**config.mk**
```make
export PLATFORM = sky130hd
export DESIGN_NAME = csb_regbank
export DESIGN_NICKNAME = d
export VERILOG_FILES = /design/src/logic/csb_regbank.v
export VERILOG_INCLUDE_DIRS = /design/src /design/src/logic
export SDC_FILE = /design/constraint.sdc
export NUM_CORES = 1
export LEC_CHECK = 0
export BUFFER_PORTS_ARGS = -buffer_cell sky130_fd_sc_hd__buf_4
export CAP_MARGIN = 20
export CORE_MARGIN = 2
export CORE_UTILIZATION = 53
export DETAILED_ROUTE_END_ITERATION = 12
export PLACE_DENSITY = 0.76
export SKIP_CTS_REPAIR_TIMING = 1
export SLEW_MARGIN = 25
export SYNTH_ARGS = -nofsm -noshare
export SYNTH_HDL_FRONTEND = slang
export SYNTH_SLANG_ARGS = --single-unit
```
**constraint.sdc**
```tcl
create_clock -name core_clk -period 4.2 [get_ports core_clk]
set_input_delay 0 -clock core_clk [delete_from_list [all_inputs] [get_ports core_clk]]
set_output_delay 0 -clock core_clk [all_outputs]
set_load 0.01 [all_outputs]
```
**src/logic/csb_regs.vh**
```
// Constants for the colour sensor register bank: offsets, fields, resets.
// Assumes it is included by the bank module and the bench, by its bare name.
`ifndef CSB_REGS_VH
`define CSB_REGS_VH

// Seven-bit target address and identification value; both values arbitrary.
`define CSB_DEV_ADDR      7'h2A
`define CSB_ID_VALUE      8'h5A

// Register offsets.
`define CSB_OFF_ID        8'h01
`define CSB_OFF_CTRL      8'h02
`define CSB_OFF_BRIGHT    8'h03
`define CSB_OFF_RED       8'h04
`define CSB_OFF_GREEN     8'h05
`define CSB_OFF_BLUE      8'h06
`define CSB_OFF_CYAN      8'h07
`define CSB_OFF_MAGENTA   8'h08
`define CSB_OFF_YELLOW    8'h09
`define CSB_OFF_BLACK     8'h0A
`define CSB_OFF_GRAY      8'h0B
`define CSB_OFF_CLASS     8'h0C

// Control register fields.
`define CSB_CTRL_RESTORE  4
`define CSB_CTRL_PWR      3
`define CSB_CTRL_GAMMA    2
`define CSB_CTRL_MODE_HI  1
`define CSB_CTRL_MODE_LO  0
`define CSB_CTRL_RW       3:0

// Reset values.
`define CSB_CTRL_RST      5'h04
`define CSB_BYTE_RST      8'h00
`define CSB_CLASS_RST     4'h0

// Fill-light modes.
`define CSB_MODE_OFF      2'h0
`define CSB_MODE_RSVD     2'h1
`define CSB_MODE_MANUAL   2'h2
`define CSB_MODE_AUTO     2'h3

// Brightness PWM period end: a count of 255 leaves the light on always.
`define CSB_PWM_LAST      8'hFE
`define CSB_BIT_LAST      4'h7
`define CSB_BIT_FULL      4'h8

// Any byte at or above this value has its first-sent bit set.
`define CSB_MSB_SET       8'h80

`endif

```
**src/logic/csb_regbank.v**
```verilog
// Register bank of the colour sensor, reached by an external serial-bus master.
// Assumes SCL and SDA arrive asynchronously; the wire is resolved outside.
// Result inputs come from the front end on core_clk.
//
// Notes on behaviour
// - Seven-bit addressed target; writes set, reads fetch.
// - Identification byte at 01h, always readable.
// - Control bit 4 written one restores defaults.
// - Control bit 3 power enable; register resets 04h.
// - Control bit 2 gamma enable, default on.
// - Control bits 1:0 fill-light mode, default 00.
// - Mode 00 keeps the light off.
// - Light runs automatic or host brightness.
// - Brightness register at 03h, resets zero.
// - Eight read-only colour results 04h to 0Bh.
// - Four-bit colour class at 0Ch, resets zero.
// - Mode 10 uses register, 11 automatic level.
// - Brightness scales linearly, 0 dim, 255 bright.
// - Class codes 0 to 13; 14, 15 reserved.
`timescale 1ns/1ps
`default_nettype none
`include "csb_regs.vh"

module csb_regbank (
  // Clock and reset
  input  wire       core_clk,
  input  wire       nrst,
  // Serial bus pins
  input  wire       scl_in,
  input  wire       sda_in,
  output wire       sda_out,
  output wire       sda_oe,
  // Results from the front end
  input  wire       result_load,
  input  wire [7:0] red_in,
  input  wire [7:0] green_in,
  input  wire [7:0] blue_in,
  input  wire [7:0] cyan_in,
  input  wire [7:0] magenta_in,
  input  wire [7:0] yellow_in,
  input  wire [7:0] black_in,
  input  wire [7:0] gray_in,
  input  wire [3:0] class_in,
  input  wire [7:0] auto_level_in,
  // Controls to the sensor
  output wire       power_on_bit,
  output wire       gamma_enable,
  output wire [1:0] illumination_mode_field,
  output wire [7:0] illumination_brightness,
  output wire       restore_pulse,
  output wire       led_drive
);

  localparam [2:0] ST_IDLE = 3'h0;
  localparam [2:0] ST_ADDR = 3'h1;
  localparam [2:0] ST_AACK = 3'h2;
  localparam [2:0] ST_WDAT = 3'h3;
  localparam [2:0] ST_WACK = 3'h4;
  localparam [2:0] ST_RDAT = 3'h5;
  localparam [2:0] ST_RACK = 3'h6;

  reg       rst_m_ff;
  reg       rst_s_ff;
  wire      rst_n;
  reg       scl_m_ff, scl_s_ff, scl_d_ff;
  reg       sda_m_ff, sda_s_ff, sda_d_ff;
  reg [2:0] state_ff;
  reg [3:0] bitcnt_ff;
  reg [7:0] shreg_ff;
  reg [7:0] txreg_ff;
  reg [7:0] ptr_ff;
  reg       rw_ff;
  reg       first_ff;
  reg       nack_ff;
  reg       drive_low_ff;
  reg       wr_en_ff;
  reg [7:0] wr_addr_ff;
  reg [7:0] wr_data_ff;
  reg [4:0] ctrl_ff;
  reg [7:0] bright_ff;
  reg [7:0] red_ff, green_ff, blue_ff, cyan_ff;
  reg [7:0] magenta_ff, yellow_ff, black_ff, gray_ff;
  reg [3:0] class_ff;
  reg       restore_ff;
  reg [7:0] pwm_cnt_ff;
  reg       led_ff;
  reg [7:0] duty;

  wire scl_rise = scl_s_ff & ~scl_d_ff;
  wire scl_fall = ~scl_s_ff & scl_d_ff;
  wire start_ev = scl_s_ff & scl_d_ff & sda_d_ff & ~sda_s_ff;
  wire stop_ev  = scl_s_ff & scl_d_ff & ~sda_d_ff & sda_s_ff;

  // Reset release through two flops.
  always @(posedge core_clk or negedge nrst) begin
    if (!nrst) begin
      rst_m_ff <= 1'b0;
      rst_s_ff <= 1'b0;
    end else begin
      rst_m_ff <= 1'b1;
      rst_s_ff <= rst_m_ff;
    end
  end
  assign rst_n = rst_s_ff;

  // Pin synchronisers; only the second stage and its delayed copy are read.
  always @(posedge core_clk or negedge rst_n) begin
    if (!rst_n) begin
      scl_m_ff <= 1'b1;
      scl_s_ff <= 1'b1;
      scl_d_ff <= 1'b1;
      sda_m_ff <= 1'b1;
      sda_s_ff <= 1'b1;
      sda_d_ff <= 1'b1;
    end else begin
      scl_m_ff <= scl_in;
      scl_s_ff <= scl_m_ff;
      scl_d_ff <= scl_s_ff;
      sda_m_ff <= sda_in;
      sda_s_ff <= sda_m_ff;
      sda_d_ff <= sda_s_ff;
    end
  end

  // Read data for an offset; unmapped offsets and reserved bits read zero.
  function [7:0] rd_mux;
    input [7:0] a;
    begin
      case (a)
        `CSB_OFF_ID:      rd_mux = `CSB_ID_VALUE;
        `CSB_OFF_CTRL:    rd_mux = {4'h0, ctrl_ff[`CSB_CTRL_RW]};
        `CSB_OFF_BRIGHT:  rd_mux = bright_ff;
        `CSB_OFF_RED:     rd_mux = red_ff;
        `CSB_OFF_GREEN:   rd_mux = green_ff;
        `CSB_OFF_BLUE:    rd_mux = blue_ff;
        `CSB_OFF_CYAN:    rd_mux = cyan_ff;
        `CSB_OFF_MAGENTA: rd_mux = magenta_ff;
        `CSB_OFF_YELLOW:  rd_mux = yellow_ff;
        `CSB_OFF_BLACK:   rd_mux = black_ff;
        `CSB_OFF_GRAY:    rd_mux = gray_ff;
        `CSB_OFF_CLASS:   rd_mux = {4'h0, class_ff};
        default:          rd_mux = 8'h00;
      endcase
    end
  endfunction

  // Serial target engine. Bits are sampled on SCL rise and driven after SCL fall.
  always @(posedge core_clk or negedge rst_n) begin
    if (!rst_n) begin
      state_ff     <= ST_IDLE;
      bitcnt_ff    <= 4'h0;
      shreg_ff     <= 8'h00;
      txreg_ff     <= 8'h00;
      ptr_ff       <= 8'h00;
      rw_ff        <= 1'b0;
      first_ff     <= 1'b0;
      nack_ff      <= 1'b0;
      drive_low_ff <= 1'b0;
      wr_en_ff     <= 1'b0;
      wr_addr_ff   <= 8'h00;
      wr_data_ff   <= 8'h00;
    end else begin
      wr_en_ff <= 1'b0;
      if (start_ev) begin
        state_ff     <= ST_ADDR;
        bitcnt_ff    <= 4'h0;
        drive_low_ff <= 1'b0;
      end else if (stop_ev) begin
        state_ff     <= ST_IDLE;
        drive_low_ff <= 1'b0;
      end else if (scl_rise) begin
        if (state_ff == ST_ADDR || state_ff == ST_WDAT) begin
          shreg_ff  <= {shreg_ff[6:0], sda_s_ff};
          bitcnt_ff <= bitcnt_ff + 4'h1;
        end else if (state_ff == ST_RACK) begin
          nack_ff <= sda_s_ff;
        end
      end else if (scl_fall) begin
        case (state_ff)
          ST_ADDR: begin
            if (bitcnt_ff == `CSB_BIT_FULL) begin
              if (shreg_ff[7:1] == `CSB_DEV_ADDR) begin
                state_ff     <= ST_AACK;
                rw_ff        <= shreg_ff[0];
                drive_low_ff <= 1'b1;
              end else begin
                state_ff <= ST_IDLE;
              end
            end
          end
          ST_AACK: begin
            bitcnt_ff <= 4'h0;
            if (rw_ff) begin
              state_ff     <= ST_RDAT;
              txreg_ff     <= rd_mux(ptr_ff);
              drive_low_ff <= (rd_mux(ptr_ff) < `CSB_MSB_SET);
            end else begin
              state_ff     <= ST_WDAT;
              first_ff     <= 1'b1;
              drive_low_ff <= 1'b0;
            end
          end
          ST_WDAT: begin
            if (bitcnt_ff == `CSB_BIT_FULL) begin
              state_ff     <= ST_WACK;
              drive_low_ff <= 1'b1;
              first_ff     <= 1'b0;
              if (first_ff) begin
                ptr_ff <= shreg_ff;
              end else begin
                wr_en_ff   <= 1'b1;
                wr_addr_ff <= ptr_ff;
                wr_data_ff <= shreg_ff;
                ptr_ff     <= ptr_ff + 8'h01;
              end
            end
          end
          ST_WACK: begin
            state_ff     <= ST_WDAT;
            bitcnt_ff    <= 4'h0;
            drive_low_ff <= 1'b0;
          end
          ST_RDAT: begin
            if (bitcnt_ff == `CSB_BIT_LAST) begin
              state_ff     <= ST_RACK;
              drive_low_ff <= 1'b0;
            end else begin
              txreg_ff     <= {txreg_ff[6:0], 1'b0};
              drive_low_ff <= ~txreg_ff[6];
              bitcnt_ff    <= bitcnt_ff + 4'h1;
            end
          end
          ST_RACK: begin
            if (nack_ff) begin
              state_ff <= ST_IDLE;
            end else begin
              state_ff     <= ST_RDAT;
              bitcnt_ff    <= 4'h0;
              ptr_ff       <= ptr_ff + 8'h01;
              txreg_ff     <= rd_mux(ptr_ff + 8'h01);
              drive_low_ff <= (rd_mux(ptr_ff + 8'h01) < `CSB_MSB_SET);
            end
          end
          default: state_ff <= ST_IDLE;
        endcase
      end
    end
  end

  // Open-drain data pin: only ever pulled low.
  assign sda_out = 1'b0;
  assign sda_oe  = drive_low_ff;

  // Register file. A restore takes one cycle after the write that asks for it.
  always @(posedge core_clk or negedge rst_n) begin
    if (!rst_n) begin
      ctrl_ff    <= `CSB_CTRL_RST;
      bright_ff  <= `CSB_BYTE_RST;
      restore_ff <= 1'b0;
      red_ff     <= `CSB_BYTE_RST;
      green_ff   <= `CSB_BYTE_RST;
      blue_ff    <= `CSB_BYTE_RST;
      cyan_ff    <= `CSB_BYTE_RST;
      magenta_ff <= `CSB_BYTE_RST;
      yellow_ff  <= `CSB_BYTE_RST;
      black_ff   <= `CSB_BYTE_RST;
      gray_ff    <= `CSB_BYTE_RST;
      class_ff   <= `CSB_CLASS_RST;
    end else if (restore_ff) begin
      ctrl_ff    <= `CSB_CTRL_RST;
      bright_ff  <= `CSB_BYTE_RST;
      restore_ff <= 1'b0;
      red_ff     <= `CSB_BYTE_RST;
      green_ff   <= `CSB_BYTE_RST;
      blue_ff    <= `CSB_BYTE_RST;
      cyan_ff    <= `CSB_BYTE_RST;
      magenta_ff <= `CSB_BYTE_RST;
      yellow_ff  <= `CSB_BYTE_RST;
      black_ff   <= `CSB_BYTE_RST;
      gray_ff    <= `CSB_BYTE_RST;
      class_ff   <= `CSB_CLASS_RST;
    end else begin
      if (wr_en_ff && wr_addr_ff == `CSB_OFF_CTRL) begin
        ctrl_ff[`CSB_CTRL_RW] <= wr_data_ff[`CSB_CTRL_RW];
        restore_ff            <= wr_data_ff[`CSB_CTRL_RESTORE];
      end
      if (wr_en_ff && wr_addr_ff == `CSB_OFF_BRIGHT) begin
        bright_ff <= wr_data_ff;
      end
      // Results only refresh while the sensor is powered.
      if (result_load && ctrl_ff[`CSB_CTRL_PWR]) begin
        red_ff     <= red_in;
        green_ff   <= green_in;
        blue_ff    <= blue_in;
        cyan_ff    <= cyan_in;
        magenta_ff <= magenta_in;
        yellow_ff  <= yellow_in;
        black_ff   <= black_in;
        gray_ff    <= gray_in;
        class_ff   <= class_in;
      end
    end
  end

  // Fill-light duty selection.
  always @* begin
    case (ctrl_ff[`CSB_CTRL_MODE_HI:`CSB_CTRL_MODE_LO])
      `CSB_MODE_OFF:    duty = 8'h00;
      `CSB_MODE_MANUAL: duty = bright_ff;
      `CSB_MODE_AUTO:   duty = auto_level_in;
      default:          duty = 8'h00;
    endcase
  end

  // PWM over 255 steps, so duty 0 never lights and 255 always does.
  always @(posedge core_clk or negedge rst_n) begin
    if (!rst_n) begin
      pwm_cnt_ff <= 8'h00;
      led_ff     <= 1'b0;
    end else begin
      if (pwm_cnt_ff == `CSB_PWM_LAST) begin
        pwm_cnt_ff <= 8'h00;
      end else begin
        pwm_cnt_ff <= pwm_cnt_ff + 8'h01;
      end
      led_ff <= ctrl_ff[`CSB_CTRL_PWR] && (pwm_cnt_ff < duty);
    end
  end

  assign power_on_bit            = ctrl_ff[`CSB_CTRL_PWR];
  assign gamma_enable            = ctrl_ff[`CSB_CTRL_GAMMA];
  assign illumination_mode_field = ctrl_ff[`CSB_CTRL_MODE_HI:`CSB_CTRL_MODE_LO];
  assign illumination_brightness = bright_ff;
  assign restore_pulse           = restore_ff;
  assign led_drive               = led_ff;

endmodule // csb_regbank

`default_nettype wire

```
=== Word level (Yosys, flattened, before mapping) ===
Index checks and enable logic that the tools add are counted.

* Register bits: 149
* Input port bits: 81
* Word-level logic and storage cells: 222

* Add/sub/neg operators: 3
* Order comparisons: 3
* Eq/ne operators: 53
* Muxes and demuxes: 86
* Bitwise gates (word level): 17
* Reductions and logical operators: 26

{| class="wikitable"
|+ Operator list
! operator !! count
|-
| two-way mux 8 bit || 34
|-
| case mux 8 bit (12 select lines) || 2
|-
| equality test 8 x 4 -> 1 bit (second input constant) || 10
|-
| equality test 8 x 3 -> 1 bit (second input constant) || 8
|-
| equality test 8 x 2 -> 1 bit (second input constant) || 6
|-
| two-way mux 4 bit || 11
|-
| AND reduction 7 bit || 5
|-
| case mux 8 bit (2 select lines) || 2
|-
| two-way mux 3 bit || 9
|-
| two-way mux 1 bit || 21
|-
| case mux 7 bit (3 select lines) || 1
|-
| case mux 3 bit (6 select lines) || 1
|-
| adder 8 x 1 -> 8 bit (second input constant) || 2
|-
| equality test 8 x 1 -> 1 bit (second input constant) || 2
|-
| less-than comparator 8 bit (second input constant) || 2
|-
| != test 4 bit (second input constant) || 4
|-
| != test 4 x 3 -> 1 bit (second input constant) || 3
|-
| case mux 4 bit (3 select lines) || 1
|-
| != test 2 bit (second input constant) || 5
|-
| NOT 1 bit || 10
|-
| AND reduction 5 bit || 2
|-
| nonzero test 2 bit || 5
|-
| equality test 3 bit (second input constant) || 3
|-
| nonzero test 3 bit || 3
|-
| other kinds (24) || 36
|}

=== Logic depth before layout (Yosys ltp) ===
Gate-level depths: netlist of run 1.

* Depth in word-level cells: 16
* Mapped depth: 11
* Depth with buffers taken out: 9

=== Worst setup path after synthesis of run 1 ===
Ideal clock, no wire load.

* Path type: register to register
* Start point: reg scl_d_ff
* End point: reg wr_addr_ff[6]
* Library setup time: 0.128 ns
* Data arrival time: 2.224 ns
* Required time: 4.072 ns
* Setup slack: 1.849 ns
* Cell stages (with the launch flop): 9
* Buffers on the path: 1
* Path through: dfstp_2 -> inv_1 -> ha_1 -> nand2b_1 -> nor2_2 -> nand2_1 -> or4_1 -> buf_2 -> mux2_1

* Word-level cells in the longest chain between the ends: 5
* Elaborated cells between the ends (all ways): 12
* Classes of those cells: 11 x bitwise; 1 x reduce/logical

{| class="wikitable"
|+ Ends and longest elaborated chain
! element !! RTL line !! text
|-
| start: declaration || csb_regbank.v:65 || <nowiki>reg scl_m_ff, scl_s_ff, scl_d_ff;</nowiki>
|-
| start signal: assignment || csb_regbank.v:118 || <nowiki>scl_d_ff <= scl_s_ff;</nowiki>
|-
| bitwise AND 1 bit || csb_regbank.v:91, csb_regbank.v:92 ||
|-
| bitwise AND 1 bit (on tied branches) (2 in series) || csb_regbank.v:92, csb_regbank.v:91 ||
|-
| NOT 1 bit (no line) || -- ||
|-
| AND reduction 7 bit (no line) * || -- ||
|-
| end signal: assignment || csb_regbank.v:212 || <nowiki>wr_addr_ff <= ptr_ff;</nowiki>
|-
| end: declaration || csb_regbank.v:77 || <nowiki>reg [7:0] wr_addr_ff;</nowiki>
|}

Every way passes the cells marked *; elsewhere a longest branch is shown, timed or not.
A chain may end at the register's enable or synchronous reset.

=== Worst setup path after layout of run 1 ===
* Start point: reg ptr_ff[1]
* End point: reg txreg_ff[3]

* Word-level cells in the longest chain between the ends: 5
* Elaborated cells between the ends (all ways): 30
* Classes of those cells: 1 x add/sub; 24 x eq/ne; 5 x mux

{| class="wikitable"
|+ Ends and longest elaborated chain
! element !! RTL line !! text
|-
| start: declaration || csb_regbank.v:71 || <nowiki>reg [7:0] ptr_ff;</nowiki>
|-
| start signal: assignment || csb_regbank.v:209 || <nowiki>ptr_ff <= shreg_ff;</nowiki>
|-
| start signal: assignment || csb_regbank.v:214 || <nowiki>ptr_ff <= ptr_ff + 8'h01;</nowiki>
|-
| start signal: assignment || csb_regbank.v:239 || <nowiki>ptr_ff <= ptr_ff + 8'h01;</nowiki>
|-
| adder 8 x 1 -> 8 bit || csb_regbank.v:240 || <nowiki>txreg_ff <= rd_mux(ptr_ff + 8'h01);</nowiki>
|-
| equality test 8 x 4 -> 1 bit (tied with other cells) || csb_regbank.v:129 || <nowiki>case (a)</nowiki>
|-
| case mux 8 bit (12 select lines) || csb_regbank.v:129 ||
|-
| two-way mux 8 bit || csb_regbank.v:234 || <nowiki>if (nack_ff) begin</nowiki>
|-
| case mux 7 bit (3 select lines) * || csb_regbank.v:179 || <nowiki>case (state_ff)</nowiki>
|-
| end signal: assignment || csb_regbank.v:195 || <nowiki>txreg_ff <= rd_mux(ptr_ff);</nowiki>
|-
| end signal: assignment || csb_regbank.v:228 || <nowiki>txreg_ff <= {txreg_ff[6:0], 1'b0};</nowiki>
|-
| end signal: assignment || csb_regbank.v:240 ||
|-
| end: declaration || csb_regbank.v:70 || <nowiki>reg [7:0] txreg_ff;</nowiki>
|}

Every way passes the cells marked *; elsewhere a longest branch is shown, timed or not. The select of a mux whose other input is x is not followed.

==> flow_summary.ini, run 1 <==
[status]
status = complete, no violations

[layout]
layout-drive-gt1-share_pct = 18.93
syn2layout_area_growth_pct = 26.66
antenna_cells = 0
layout_commonest_cell = dfrtp_1
nets = 1075
final_cell_mix = dfrtp_1 (141), buf_4 (108), a22o_1 (79), dlygate4sd3_1 (72), nand2_1 (65)

[grt]
gr-total-overflow = 0
grt_pass1_vias = 6840
grt.total_usage_pct = 31.50
antenna_found_initial = 0
grt_pass1_wl_mm = 39.75
grt_max_degree = 76

[synthesis]
synth_edf_count = 0
synth_mux_area_share_pct = 6.605
ys_types = 79
synth_adder_area_share_pct = 2.872
ys_ff_latch = 149
synth_xor_xnor_area_share_pct = 0.7406
avgSynthCellArea_um2 = 9.938
synthSimpleGateAreaFrac_pct = 14.16
postSynth.asyncResetShare_pct = 100.0
synth_compound_gate_area_share_pct = 26.25
yosysWarnings = 0
synth_top_family_by_area = compound AO/OA/AOI/OAI gates
ys_seq_area_share_pct = 45.15
synth_flop_cell = dfrtp_1
synthesis.area_um2 = 8278
synth_nets = 933
netlist_instances = 833

[worst_setup_path]
worst_ep_arrival_time_ps = 3680
cp.required_ps = 4500
r2r_setup_slack_ps = 830
critPathCaptureType = flop
r2r_start = ptr_ff[1]
path_max_fanout = 23
start_kind = flop
path_class = reg -> reg
startpoint = ptr_ff[1]

[placed_design]
dp_hpwl_mm = 18.15
portBuffers = 95
gp_congestion = 1.036

[floorplan]
ioPinCount = 97
initial_core_util_pct = 54.25
fp.dieW_um = 129.0
dieHeight_um = 129.0
die_area_um2 = 16630
core_um2 = 15260
placementRows = 45

[pwr]
pwr-share-comb_pct = 5.5
p_int_mw = 2.458
power_switching_mw = 0.7332
ir_worst_vdd_mv = 0.3193
p_clk_share_pct = 48.2
power_mw = 3.192
p_per_area_nw_per_um2 = 304.4
p_leak_nw = 4.682
power_frac_seq_pct = 46.4
sw_frac_of_total_pct = 22.97

[sta]
period_share_pct = 80.29
relSlewSlack_pct = 38.44
fin_skew_ps = 7.534
hold_viol = 0
fin_setup_tns_ps = 0
rsz0062_at_grt = false
tightest_slew_ps = 923.4
period_minus_slack_ps = 3372
fmax_mhz = 296.5
finalSetupViolCount = 0
slew_viol_final = 0

[cts]
tritoncts = built
clock-sinks = 149
insertion_delay_ps = 430
cts_root_buf = clkbuf_16
cts_max_path_buffers = 2
h-tree-depth = 4
cts.clk_slew.worst_paths_ps = 60
cts_buffers = 17

[route]
first_iter_violations = 1008
firstDrtPassIters = 9
wire_per_inst_um = 22.95
via_per_inst = 6.498
antenna_left = 0
vias = 7791
drc = 0
wl_mm = 27.52

[hold_path]
min_from = result_load
hp-class = in -> reg

[flow_run]
drv_cap = 0
-- per-layer routing --
metal | GRT usage (%) | share of wire, % | up-vias
met1 | 47.20 | 43 | 3807
met3 | 8.441 | 10 | 77
li1 | - | - | 3463
met2 | 44.91 | 44 | 444
met5 | 0 | 0 | -
met4 | 9.079 | 3.0 | 0
-- synth_stat cells, types with 7 or more instances --
cell	n	area (um2)
dfrtp_1	142	3553
a22o_1	79	691.9
nand2_1	65	244.0
nor2_1	62	232.7
a21oi_1	39	195.2
clkbuf_1	39	146.4
o21ai_0	29	145.1
mux2_2	28	315.3
a22oi_1	25	187.7
nand3_1	24	120.1
mux2i_1	22	220.2
ha_1	19	237.7
inv_1	16	60.06
o22ai_1	15	93.84
a31oi_1	14	87.58
and3_1	14	87.58
nor3_1	14	70.07
buf_2	11	55.05
nand2b_1	9	56.30
nor2b_1	9	56.30
a211oi_1	8	60.06
nand4_1	8	50.05
dfstp_2	7	183.9
o211ai_1	7	52.55
-- cell type report --
| type | instances | area [um2] |
|---|---|---|
| Clock buffer | 19 | 442.9 |
| Clock inverter | 13 | 148.9 |
| Fill cell | 1177 | 4773 |
| Inverter | 17 | 63.81 |
| Multi-Input combinational cell | 607 | 4218 |
| Sequential cell | 149 | 3741 |
| Tap cell | 211 | 264.0 |
| Timing Repair Buffer | 183 | 1607 |
-- through the flow --
| stage | area (um2) | instances | hold WS [ps] | utilization, % | setup WS [ps] |
|---|---|---|---|---|---|
| after detailed placement | 9110 | 1092 | -217.1 | 59.70 | 965.8 |
| final | 10490 | 1199 | 97.94 | 68.72 | 827.7 |
| after CTS | 9702 | 1124 | -670.8 | 63.58 | 943.0 |
| after global routing | 10490 | 1199 | 112.8 | 68.72 | 645.7 |
| after global placement | 9110 | 1092 | -217.2 | 59.70 | 1102 |
| after floorplan | 8279 | 833 | -295.6 | - | 1736 |
-- worst paths after layout --
check                         endpoint  cells past startpoint
max                        txreg_ff[3]                      9
min                        black_ff[7]                      3
max reg2reg                txreg_ff[3]                      9
min reg2reg                black_ff[0]                      0
max in group asynchronous     sda_s_ff                      1
min in group asynchronous  black_ff[0]                      0
-- sequential cells by signal, indices dropped and copies added, names as in the netlist, 3 cells and up --
signal                   flops
ptr_ff                       8
blue_ff                      8
txreg_ff                     7
illumination_brightness      8
cyan_ff                      8
yellow_ff                    8
magenta_ff                   8
shreg_ff                     8
gray_ff                      8
bitcnt_ff                    4
red_ff                       8
state_ff                     3
pwm_cnt_ff                   8
green_ff                     8
class_ff                     4
black_ff                     8
ctrl_ff                      4
wr_addr_ff                   8
wr_data_ff                   8
-- kinds of logic after synthesis --
group                    Yosys count
adder cells (fa/ha/maj)           19
buffers and inverters             77
AO/OA/AOI/OAI                    291
XOR/XNOR                           7
other                              2
multiplexers                      51
flip-flops                       149
AND/OR/NAND/NOR                  237
-- worst max-delay path, cell delays in order (launching register included) --
cell     delay [ps]
dfrtp_1         490
ha_1            690
buf_4           280
or2_2           110
o21ai_0         160
a32oi_1         480
nor3_1          160
a221o_1         330
o41ai_1         420
a21oi_1         120
-- power by group through the flow --
stage	Combinational [mW]	Sequential (mW)	Clock, mW
3_5_place_dp	0.104	1.51	0
5_1_grt	0.192	1.48	1.61
4_1_cts	0.105	1.49	1.54
6_report	0.175	1.48	1.54
2_1_floorplan	0.0291	1.51	0
3_3_place_gp	0.104	1.51	0
(Power assumes the default switching activity.)
==> run 2: changes to the inputs <==
==> constraint.sdc (replaced) <==
create_clock -name core_clk -period 2.97 [get_ports core_clk]
set_input_delay 0 -clock core_clk [delete_from_list [all_inputs] [get_ports core_clk]]
set_output_delay 0 -clock core_clk [all_outputs]
set_load 0.01 [all_outputs]
==> run 2 against run 1 <==
Effect of this change:
- non-clock buffer count grew 38
- register-to-register slack worse by 680 ps
- largest power group unchanged
- fmax up 20%
==> flow_summary.ini, run 2 (same netlist as run 1, synthesis figures left out) <==
[status]
status = complete, no violations

[sta]
period_share_pct = 94.99
slew_viol_final = 0
setup_ws_ps = 148.8
fin_setup_tns_ps = 0
fmax_mhz = 354.5
relSlewSlack_pct = 46.78
worst_hold_slack_ps = 227.5
finalSetupViolCount = 0
period_minus_slack_ps = 2821
tightest_slew_ps = 778.1
rsz0062_at_grt = false
hold_viol = 0
fin_skew_ps = 8.692

[worst_setup_path]
critPathCaptureType = flop
worst_ep_arrival_time_ps = 3110
r2r_start = ptr_ff[0]
cp_slowest_cell = o41ai_1
startpoint = ptr_ff[0]
path_max_fanout = 13
cp_slowest_stage_delay_ps = 430
start_kind = flop
cp.required_ps = 3260
crit_chain = ha_1 > buf_4 > nor2b_1 > a21oi_1 > a2bb2oi_1 > nor2_1 > a32o_1 > o41ai_1 > nand4_1
path_class = reg -> reg

[hold_path]
hp-class = in -> reg
min_from = scl_in

[pwr]
power_frac_seq_pct = 46.0
sw_frac_of_total_pct = 22.05
ir_worst_vdd_mv = 0.4533
power_switching_mw = 1.005
pwr-share-comb_pct = 5.2
p_clk_share_pct = 48.8
p_per_area_nw_per_um2 = 424.1
power_mw = 4.559
p_int_mw = 3.554
p_leak_nw = 4.860

[route]
first_iter_violations = 917
wire_per_inst_um = 22.14
via_per_inst = 6.406
firstDrtPassIters = 8
antenna_left = 0
drc = 0
vias = 7924
wl_mm = 27.39

[cts]
h-tree-depth = 4
cts_buffers = 17
cts_max_path_buffers = 2
insertion_delay_ps = 430
cts_root_buf = clkbuf_16
clock-sinks = 149
cts.clk_slew.worst_paths_ps = 60
tritoncts = built

[grt]
grt_max_degree = 71
grt.total_usage_pct = 32.01
gr-total-overflow = 0
use_met3_pct = 7.193
grt_pass1_wl_mm = 40.24
antenna_found_initial = 0
gr-usage-met2_pct = 46.56
grt_pass1_vias = 7111
grtUsageMet1_pct = 46.64
grt-busiest-layer = met1

[placed_design]
gp_congestion = 1.056
portBuffers = 95
place_ws_ps = 267.1
place_area_um2 = 9430
dp_hpwl_mm = 18.87
dp_cells = 1133

[layout]
instances_no_fill = 1237
layout-drive-gt1-share_pct = 21.73
nets = 1113
n_fill_cell = 1127
final_cell_mix = buf_4 (147), dfrtp_1 (141), a22o_1 (79), dlygate4sd3_1 (72), nand2_1 (65)
multiInputGateArea_um2 = 4218
layout_commonest_cell = buf_4
finish.instance_area_um2 = 10750
syn2layout_area_growth_pct = 29.87
regArea_um2 = 3741
final_util_pct = 70.46
antenna_cells = 0

[floorplan]
dieHeight_um = 129.0
fp.dieW_um = 129.0
die_area_um2 = 16630
initial_core_util_pct = 54.25
core_um2 = 15260
ioPinCount = 97
placementRows = 45

[flow_run]
drv_cap = 0
==> run 2: layer usage <==
layer	share of wire (%)	vias to the layer above
met5	0	-
met4	4.0	0
met3	9.2	87
met2	44	497
met1	43	3796
li1	-	3544
==> run 2: power groups by stage <==
| stage | sequential, mW | clock, mW | combinational (mW) |
|---|---|---|---|
| after floorplan | 2.13 | 0 | 0.0411 |
| after global placement | 2.13 | 0 | 0.159 |
| after detailed placement | 2.13 | 0 | 0.160 |
| after CTS | 2.10 | 2.24 | 0.160 |
| after global routing | 2.10 | 2.33 | 0.263 |
| final | 2.10 | 2.22 | 0.239 |
==> run 2: final timing paths <==
path	depth (start not counted)	slack (ps)	end
worst max register to register	9	150	txreg_ff[6]
worst min register to register	0	330	gray_ff[2]
worst max-delay path	9	150	txreg_ff[6]
worst min-delay path	2	230	scl_m_ff
min in group asynchronous	0	330	gray_ff[2]
max in group asynchronous	1	1710	sda_s_ff
==> run 2: critical path: cells and delay by family, from the launching register on <==
kind,cells,cell delay [ps]
adders and majority gates,1,370
AOI/OAI and AO/OA,4,1290
buffers and inverters,1,230
DFF,1,390
and+or+nand+nor,3,410
==> run 2: cell type report <==
cell class                 instances  share of cell area [%]
multi-input combinational        607                   39.23
sequential                       149                   34.80
timing repair buffer             221                   17.34
clock buffer                      21                   4.190
tap                              211                   2.456
clock inverter                    11                   1.385
inverter                          17                  0.5936
